File: src/core/dppc_map.svh
// constants for the downstream port power control block
`ifndef DPPC_MAP_SVH
`define DPPC_MAP_SVH

// number of downstream ports, each with its own control pin
`define DPPC_NUM_PORTS 6
// channel index of the shared (ganged) control pin
`define DPPC_GANG_CH 6
// total channels: six port pins plus the shared pin
`define DPPC_NUM_CH 7
// core clock period in ns (25 MHz)
`define DPPC_CLK_NS 40
// least time the pull-up needs to raise a released pin, in ns
`define DPPC_SETTLE_NS 1000
// settle time in clock cycles, rounded up
`define DPPC_SETTLE_CYC \
  ((`DPPC_SETTLE_NS + `DPPC_CLK_NS - 1) / `DPPC_CLK_NS)
// width of the settle counter
`define DPPC_CNT_W 5
// idle level of a synchronised pin: pulled high
`define DPPC_PIN_IDLE 1'b1
// level the device drives onto a pin to remove power
`define DPPC_PIN_DRIVE_LVL 1'b0

`endif

File: src/core/dppc_pkg.sv
// types shared by the downstream port power control block
package dppc_pkg;

  // per-channel power state
  typedef enum logic [1:0] {
    DPPC_OFF = 2'b00, // pin driven low, no power
    DPPC_SETTLE = 2'b01, // pin released, pull-up still rising
    DPPC_ON = 2'b10 // pin released, sensing overcurrent
  } dppc_state_t;

  // drive of the seven control pins (six ports + shared)
  typedef struct packed {
    logic [6:0] out; // driven level
    logic [6:0] oe; // high while the device drives the pin
  } dppc_pin_drv_t;

  // status reported toward the hub core
  typedef struct packed {
    logic [5:0] oc_status; // latched overcurrent per port
    logic [5:0] oc_event; // one-cycle pulse per newly sensed fault
    logic [5:0] powered; // port power granted
  } dppc_status_t;

endpackage

File: src/core/dppc_sync.sv
// two-flop synchroniser for the control pin inputs
`timescale 1ns/100ps
`include "dppc_map.svh"

module dppc_sync #(
  parameter int W = 7
) (
  input wire logic ref_clk,
  input wire logic rst,
  input wire logic [W-1:0] d,
  output logic [W-1:0] q
);

  logic [W-1:0] meta_q; // first stage, read only by the second
  logic [W-1:0] meta_d;
  logic [W-1:0] sync_q; // second stage, safe to use
  logic [W-1:0] sync_d;

  // next values: plain shift, reset to the pulled-high level
  always_comb begin
    meta_d = d;
    sync_d = meta_q;
    if (rst) begin
      meta_d = {W{`DPPC_PIN_IDLE}};
      sync_d = {W{`DPPC_PIN_IDLE}};
    end
  end

  // registers only
  always_ff @(posedge ref_clk) begin
    meta_q <= meta_d;
    sync_q <= sync_d;
  end

  assign q = sync_q;

endmodule

File: src/core/dppc_top.sv
// downstream port power enable and overcurrent sense for six ports
// How it works
// - one combined power/sense pin per port, six
// - enabled port: pin released, pull-up grants power
// - enabled, released pin low means overcurrent
// - disabled port: pin driven low, power removed unless ganged with any port enabled
// - ganged mode: shared pin controls all ports
`timescale 1ns/100ps
`include "dppc_map.svh"

module dppc_top
  import dppc_pkg::*;
(
  input wire logic ref_clk,
  input wire logic rst,
  // port enables from configuration and host commands
  input wire logic [5:0] port_enable,
  // ganged power control selected
  input wire logic gang_mode,
  // clear of latched overcurrent status, one bit per port
  input wire logic [5:0] oc_clear,
  // per-port combined power enable / overcurrent sense pins
  input wire logic port1_power_ocs_i,
  output logic port1_power_ocs_o,
  output logic port1_power_ocs_oe,
  input wire logic port2_power_ocs_i,
  output logic port2_power_ocs_o,
  output logic port2_power_ocs_oe,
  input wire logic port3_power_ocs_i,
  output logic port3_power_ocs_o,
  output logic port3_power_ocs_oe,
  input wire logic port4_power_ocs_i,
  output logic port4_power_ocs_o,
  output logic port4_power_ocs_oe,
  input wire logic port5_power_ocs_i,
  output logic port5_power_ocs_o,
  output logic port5_power_ocs_oe,
  input wire logic port6_power_ocs_i,
  output logic port6_power_ocs_o,
  output logic port6_power_ocs_oe,
  // shared pin used in ganged mode
  input wire logic shared_power_control_i,
  output logic shared_power_control_o,
  output logic shared_power_control_oe,
  // status toward the hub core
  output dppc_pkg::dppc_status_t status
);

  // trade-off: ganged power follows any enabled port, so a single
  // enabled port powers every connector on the shared switch
  // channel enable: ports 0..5 own pins unless ganged, the shared
  // pin carries power for all when ganged and any port is on
  function automatic logic chan_en(input int ch,
                                   input logic [5:0] en,
                                   input logic gang);
    logic r;
    r = 1'b0;
    if (ch == `DPPC_GANG_CH) begin
      r = gang & (|en);
    end else begin
      r = en[ch] & ~gang;
    end
    return r;
  endfunction

  // per-channel pin level after synchronising
  logic [6:0] pin_raw; // straight from the pads
  logic [6:0] pin_s; // two flops later

  assign pin_raw = {shared_power_control_i, port6_power_ocs_i,
                    port5_power_ocs_i, port4_power_ocs_i,
                    port3_power_ocs_i, port2_power_ocs_i,
                    port1_power_ocs_i};

  // pads are asynchronous to ref_clk, so two flops first
  // the flops reset to the pulled-high idle level, so no false
  // fault is seen while the pins settle after reset
  dppc_sync #(
    .W(`DPPC_NUM_CH)
  ) u_sync (
    .ref_clk(ref_clk),
    .rst(rst),
    .d(pin_raw),
    .q(pin_s)
  );

  // channel state and settle counters
  dppc_state_t st_q [7]; // power state per channel
  dppc_state_t st_d [7];
  logic [`DPPC_CNT_W-1:0] cnt_q [7]; // settle countdown
  logic [`DPPC_CNT_W-1:0] cnt_d [7];
  logic [6:0] oc_hit; // overcurrent sensed this cycle

  // limitation: an overcurrent never cuts power by itself; the host
  // reads the latched status and must disable the port
  // next state per channel
  always_comb begin
    for (int c = 0; c < `DPPC_NUM_CH; c++) begin
      st_d[c] = st_q[c];
      cnt_d[c] = cnt_q[c];
      oc_hit[c] = 1'b0;
      if (!chan_en(c, port_enable, gang_mode)) begin
        // disabled by configuration or host: drive low
        st_d[c] = DPPC_OFF;
        cnt_d[c] = '0;
      end else begin
        case (st_q[c])
          DPPC_OFF: begin
            // release the pin, pull-up begins to grant power
            st_d[c] = DPPC_SETTLE;
            cnt_d[c] = `DPPC_CNT_W'(`DPPC_SETTLE_CYC);
          end
          DPPC_SETTLE: begin
            // ignore the pin until the pull-up and the two sync
            // flops have caught up, else our own low looks like
            // an overcurrent
            if (cnt_q[c] == '0) begin
              st_d[c] = DPPC_ON;
            end else begin
              cnt_d[c] = cnt_q[c] - `DPPC_CNT_W'(1);
            end
          end
          DPPC_ON: begin
            // low level from the monitor is a fault
            oc_hit[c] = ~pin_s[c];
          end
          default: begin
            st_d[c] = DPPC_OFF;
            cnt_d[c] = '0;
          end
        endcase
      end
      if (rst) begin
        st_d[c] = DPPC_OFF;
        cnt_d[c] = '0;
      end
    end
  end

  // plain register bank, reset comes in through the _d terms
  // registers for channel state
  always_ff @(posedge ref_clk) begin
    for (int c = 0; c < `DPPC_NUM_CH; c++) begin
      st_q[c] <= st_d[c];
      cnt_q[c] <= cnt_d[c];
    end
  end

  // pin drive, status and fault latching
  dppc_pin_drv_t drv_q; // pin drive, registered
  dppc_pin_drv_t drv_d;
  dppc_status_t stat_q; // status, registered
  dppc_status_t stat_d;
  logic [6:0] oc_seen_q; // fault already reported this power-on
  logic [6:0] oc_seen_d;
  logic [5:0] oc_set; // per-port set terms

  // next values for drive and status
  always_comb begin
    drv_d = drv_q;
    oc_seen_d = oc_seen_q;
    stat_d = stat_q;
    oc_set = '0;
    for (int c = 0; c < `DPPC_NUM_CH; c++) begin
      // drive low only while off; released otherwise
      drv_d.oe[c] = (st_d[c] == DPPC_OFF);
      drv_d.out[c] = `DPPC_PIN_DRIVE_LVL;
      // a fault pulses once until power is cycled
      if (st_d[c] == DPPC_OFF) begin
        oc_seen_d[c] = 1'b0;
      end else if (oc_hit[c]) begin
        oc_seen_d[c] = 1'b1;
      end
    end
    for (int p = 0; p < `DPPC_NUM_PORTS; p++) begin
      // shared-pin fault counts against every port
      oc_set[p] = (oc_hit[p] & ~oc_seen_q[p]) |
                  (oc_hit[`DPPC_GANG_CH] &
                   ~oc_seen_q[`DPPC_GANG_CH]);
      stat_d.powered[p] = (st_d[p] != DPPC_OFF) |
                          (st_d[`DPPC_GANG_CH] != DPPC_OFF);
    end
    // event pulses for one cycle, status holds until cleared
    stat_d.oc_event = oc_set;
    // set wins over a clear in the same cycle
    stat_d.oc_status = (stat_q.oc_status & ~oc_clear) |
                       oc_set;
    if (rst) begin
      // every pin held low so no port powers up during reset
      drv_d.oe = '1;
      drv_d.out = {`DPPC_NUM_CH{`DPPC_PIN_DRIVE_LVL}};
      oc_seen_d = '0;
      stat_d = '0;
    end
  end

  // registers only
  always_ff @(posedge ref_clk) begin
    drv_q <= drv_d;
    oc_seen_q <= oc_seen_d;
    stat_q <= stat_d;
  end

  // outputs straight from flops
  // open-drain pad: out is always low, oe alone chooses between
  // pulling the pin down and leaving it to the pull-up
  assign port1_power_ocs_o = drv_q.out[0];
  assign port1_power_ocs_oe = drv_q.oe[0];
  assign port2_power_ocs_o = drv_q.out[1];
  assign port2_power_ocs_oe = drv_q.oe[1];
  assign port3_power_ocs_o = drv_q.out[2];
  assign port3_power_ocs_oe = drv_q.oe[2];
  assign port4_power_ocs_o = drv_q.out[3];
  assign port4_power_ocs_oe = drv_q.oe[3];
  assign port5_power_ocs_o = drv_q.out[4];
  assign port5_power_ocs_oe = drv_q.oe[4];
  assign port6_power_ocs_o = drv_q.out[5];
  assign port6_power_ocs_oe = drv_q.oe[5];
  // ganged: only the shared pin is released
  assign shared_power_control_o = drv_q.out[`DPPC_GANG_CH];
  assign shared_power_control_oe = drv_q.oe[`DPPC_GANG_CH];
  assign status = stat_q;

endmodule

File: config.mk
export PLATFORM = sky130hd
export DESIGN_NAME = dppc_top
export DESIGN_NICKNAME = d
export VERILOG_FILES = /design/src/core/dppc_pkg.sv /design/src/core/dppc_sync.sv /design/src/core/dppc_top.sv
export VERILOG_INCLUDE_DIRS = /design/src /design/src/core
export SDC_FILE = /design/constraint.sdc
export NUM_CORES = 1
export LEC_CHECK = 0
export ABC_AREA = 1
export BUFFER_PORTS_ARGS = -buffer_cell sky130_fd_sc_hd__buf_2
export CAP_MARGIN = 5
export CORE_MARGIN = 10
export CORE_UTILIZATION = 57
export CTS_CLUSTER_SIZE = 40
export DETAILED_ROUTE_END_ITERATION = 16
export HOLD_SLACK_MARGIN = 0.06
export PLACE_DENSITY = 0.79
export SLEW_MARGIN = 30
export SYNTH_ARGS = -nofsm -noshare
export SYNTH_HDL_FRONTEND = slang
export SYNTH_SLANG_ARGS = --single-unit
File: constraint.sdc
create_clock -name ref_clk -period 1.8 [get_ports ref_clk]
set_input_delay 0.36 -clock ref_clk [delete_from_list [all_inputs] [get_ports ref_clk]]
set_output_delay 0.36 -clock ref_clk [all_outputs]
set_load 0.1 [all_outputs]
==> metrics.txt <==
# TYPE chip_impl_metric gauge
chip_impl_metric{name="cts_resized",unit=""} 0
chip_impl_info{name="final_common_cell",value="nand2_1"} 1
chip_impl_metric{name="fillers",unit=""} 591
chip_impl_metric{name="post_synth_inst_count",unit=""} 541
chip_impl_metric{name="post_cts_buffers",unit=""} 0
chip_impl_metric{name="worst_slack_placed",unit="ps"} 331
chip_impl_metric{name="initial_cell_density_of_the_core",unit="%"} 59.4
chip_impl_metric{name="clockBufferDepth",unit=""} 2
chip_impl_metric{name="drc",unit=""} 0
chip_impl_metric{name="synth_edf_count",unit=""} 0
chip_impl_info{name="clockRootBuffer",value="clkbuf_8"} 1
chip_impl_metric{name="cts_hold_repair.buffers",unit=""} 0
chip_impl_metric{name="grt_antenna_before_repair",unit=""} 0
chip_impl_info{name="dominant_cell_type_by_area_after_synthesis",value="dfxtp_1"} 1
chip_impl_metric{name="leakage",unit="uW"} 0.00227
chip_impl_metric{name="max_freq",unit="MHz"} 654
chip_impl_metric{name="syn-cell-area",unit="sq um"} 4100
chip_impl_metric{name="clock_latency_of_the_later_clocked_register_in_the_worst_skew_pair",unit="ps"} 360
chip_impl_metric{name="period_minus_ws_final",unit="ps"} 1530
chip_impl_metric{name="synth_cell_types",unit=""} 29
chip_impl_metric{name="placement.io_buffers",unit=""} 46
chip_impl_info{name="status",value="complete, no violations"} 1
chip_impl_metric{name="clk_slew_on_worst_s_h_paths",unit="ps"} 90
chip_impl_metric{name="synth_async_sr_flop_share",unit="%"} 0
chip_impl_metric{name="place.gp.congestion",unit=""} 0.918
chip_impl_metric{name="drt-vias-per-instance",unit=""} 5.04
chip_impl_metric{name="first_global_vias",unit=""} 3262
chip_impl_metric{name="routed_wl",unit="um"} 8730
chip_impl_metric{name="routed-via-count",unit=""} 3514
chip_impl_metric{name="antenna_cells_inserted",unit=""} 0
chip_impl_info{name="tritoncts",value="built"} 1
chip_impl_metric{name="floorplan.die.height",unit="um"} 105
chip_impl_metric{name="critical-path-max-stage-delay",unit="ps"} 440
chip_impl_metric{name="sum_of_net_half_perimeters_after_detailed_placement",unit="um"} 6720
chip_impl_info{name="crit_path_end_kind",value="output pin"} 1
chip_impl_metric{name="core.rowCount",unit=""} 30
chip_impl_metric{name="grt_overflow_total",unit=""} 0
chip_impl_metric{name="postSynthAreaPerCell",unit="sq um"} 7.58
chip_impl_metric{name="drive_above_1_share",unit="%"} 19.1
chip_impl_metric{name="synth_top_area_share",unit="%"} 46.4
chip_impl_metric{name="setup_slack",unit="ps"} 272
chip_impl_metric{name="first_iter_violations",unit=""} 156
chip_impl_metric{name="max-vdd-ir-drop",unit="mV"} 0.447
chip_impl_metric{name="maximum_capacitance_violations",unit=""} 0
chip_impl_metric{name="critical_path.n_buffers_inverters",unit=""} 1
chip_impl_info{name="crit_path_cell_trace",value="buf_2"} 1
chip_impl_metric{name="grt_first_pass_wirelength",unit="um"} 14700
chip_impl_metric{name="syn_to_final_growth",unit="%"} 13.8
chip_impl_metric{name="grt_start_max_net_pins",unit=""} 17
chip_impl_metric{name="synth_warnings",unit=""} 0
chip_impl_metric{name="htreeDepth",unit=""} 3
chip_impl_metric{name="ys_ff_latch",unit=""} 95
chip_impl_metric{name="count_of_nets_left_with_antenna_violations_after_detail_routing",unit=""} 0
chip_impl_metric{name="fin_util",unit="%"} 67.6
chip_impl_info{name="synth_top_cells_by_area",value="dfxtp_1 (46%), nand2_1 (14%), inv_1 (5.9%)"} 1
chip_impl_metric{name="detailedRoute.firstPassIterationCount",unit=""} 5
chip_impl_metric{name="clkSinkCount",unit=""} 95
chip_impl_metric{name="cts-buffers-inserted",unit=""} 9
chip_impl_metric{name="final_max_slew_viol_count",unit=""} 0
chip_impl_metric{name="critical_path_peak_fanout",unit=""} 2
chip_impl_metric{name="worst_case_clock_skew",unit="ps"} 7.83
chip_impl_metric{name="crit_arrival",unit="ps"} 1170
chip_impl_info{name="worst_path_max_delay_cell",value="buf_2"} 1
chip_impl_info{name="synth_ff_type",value="dfxtp_1"} 1
chip_impl_metric{name="grt_util_all_layers",unit="%"} 15.8
chip_impl_info{name="timing_worst_setup_path_type",value="reg2out"} 1
chip_impl_metric{name="io_pins",unit=""} 54
chip_impl_info{name="rsz0062_at_grt",value="false"} 1
chip_impl_metric{name="die_area",unit="sq um"} 11000
chip_impl_metric{name="seq_area_frac_synth",unit="%"} 46.4
chip_impl_metric{name="core_ar",unit="sq um"} 6910
chip_impl_info{name="hold_path_class",value="in2reg"} 1
chip_impl_metric{name="count_of_nets_after_finishing",unit=""} 632
chip_impl_metric{name="final_min_period_over_clock_period",unit="%"} 84.9
chip_impl_metric{name="wire_per_inst",unit="um"} 12.5
chip_impl_info{name="cell_family_contributing_the_most_delay_on_the_critical_path",value="buffers and inverters"} 1
chip_impl_metric{name="finalSetupViolCount",unit=""} 0
chip_impl_metric{name="timing.setup.tns",unit="ps"} 0
chip_impl_metric{name="final.hold.worst_slack",unit="ps"} 184
chip_impl_info{name="timing.critical_path.from_type",value="flop"} 1
chip_impl_info{name="layout.cells.most_common_list",value="nand2_1 (150), dfxtp_1 (95), inv_1 (64), buf_2 (46), nor2_1 (42)"} 1
chip_impl_metric{name="power.density_cell_area",unit="nW/um^2"} 955
chip_impl_metric{name="hold_violations",unit=""} 0
chip_impl_metric{name="total_power",unit="uW"} 4460
chip_impl_metric{name="cp.required",unit="ps"} 1440
chip_impl_metric{name="die_x",unit="um"} 105
registers in the layout (all words and copies together), names as in the netlist:
name                     count
port5_power_ocs_oe           1
u_sync.meta_q                7
u_sync.q                     7
shared_power_control_oe      1
port4_power_ocs_oe           1
port1_power_ocs_oe           1
st_q                        14
port6_power_ocs_oe           1
port3_power_ocs_oe           1
port2_power_ocs_oe           1
oc_seen_q                    7
cnt_q                       35
status                      18
per-layer routing:
| layer | global-route usage [%] | vias to the layer above | routed length (um) |
|---|---|---|---|
| met3 | 4.79 | 14 | 505 |
| met5 | 0 | - | 0 |
| li1 | - | 1811 | - |
| met4 | 5.29 | 0 | 142 |
| met2 | 25.6 | 97 | 4060 |
| met1 | 19.5 | 1592 | 4020 |
cell type report:
cell class / count / area [sq um] / area share, %
clock buffers: 9 / 124 / 2.65
clock inverters: 7 / 120 / 2.57
repair buffers: 48 / 245 / 5.25
well taps: 96 / 120 / 2.57
flip-flops and latches: 95 / 1900 / 40.8
multi-input cells: 366 / 1870 / 40.1
inverters: 76 / 285 / 6.11
synth_stat cells, types with 3 or more instances:
master	n
ha_1	14
nor3_1	6
dfxtp_1	95
a21boi_0	4
o21ai_2	4
nand2_1	150
o21ai_0	14
nor2_1	42
nand3_1	26
or2_2	14
nand4_1	17
buf_4	7
a21oi_2	5
inv_2	12
inv_1	64
o21ai_1	6
nor2_4	3
xor2_1	5
nand3b_1	11
a21oi_1	25
nor2_2	9
kinds of logic after synthesis:
group / after synthesis / share of synthesized area, %
simple gates: 280 / 30.8
flops: 95 / 46.4
buf+inv: 86 / 8.54
compound gates: 60 / 8.82
fa+ha+maj: 14 / 4.27
xor+xnor: 5 / 1.07
other cells: 1 / 0.0915
worst paths after layout:
| check | startpoint | endpoint | slack, ps | cells after the start |
|---|---|---|---|---|
| min | shared_power_control_i | u_sync.meta_q[6] | 180 | 2 |
| min reg2reg | u_sync.meta_q[3] | u_sync.q[3] | 420 | 1 |
| max reg2reg | cnt_q[6][0] | status[3] | 350 | 8 |
| max | status[13] | status[13] | 270 | 1 |
stage by stage:
| stage | area [sq um] | std cells |
|---|---|---|
| 6_report | 4670 | 697 |
| 5_1_grt | 4670 | 697 |
| 4_1_cts | 4670 | 697 |
| 3_5_place_dp | 4420 | 681 |
| 3_3_place_gp | 4420 | 681 |
| 2_1_floorplan | 4120 | 547 |
report_power, final:
group          total [uW]  switching, uW  internal, uW
clock network        1670            742           927
logic                 572            437           135
registers            2210           44.4          2170
Note: power is estimated with default switching activity, not from simulation.
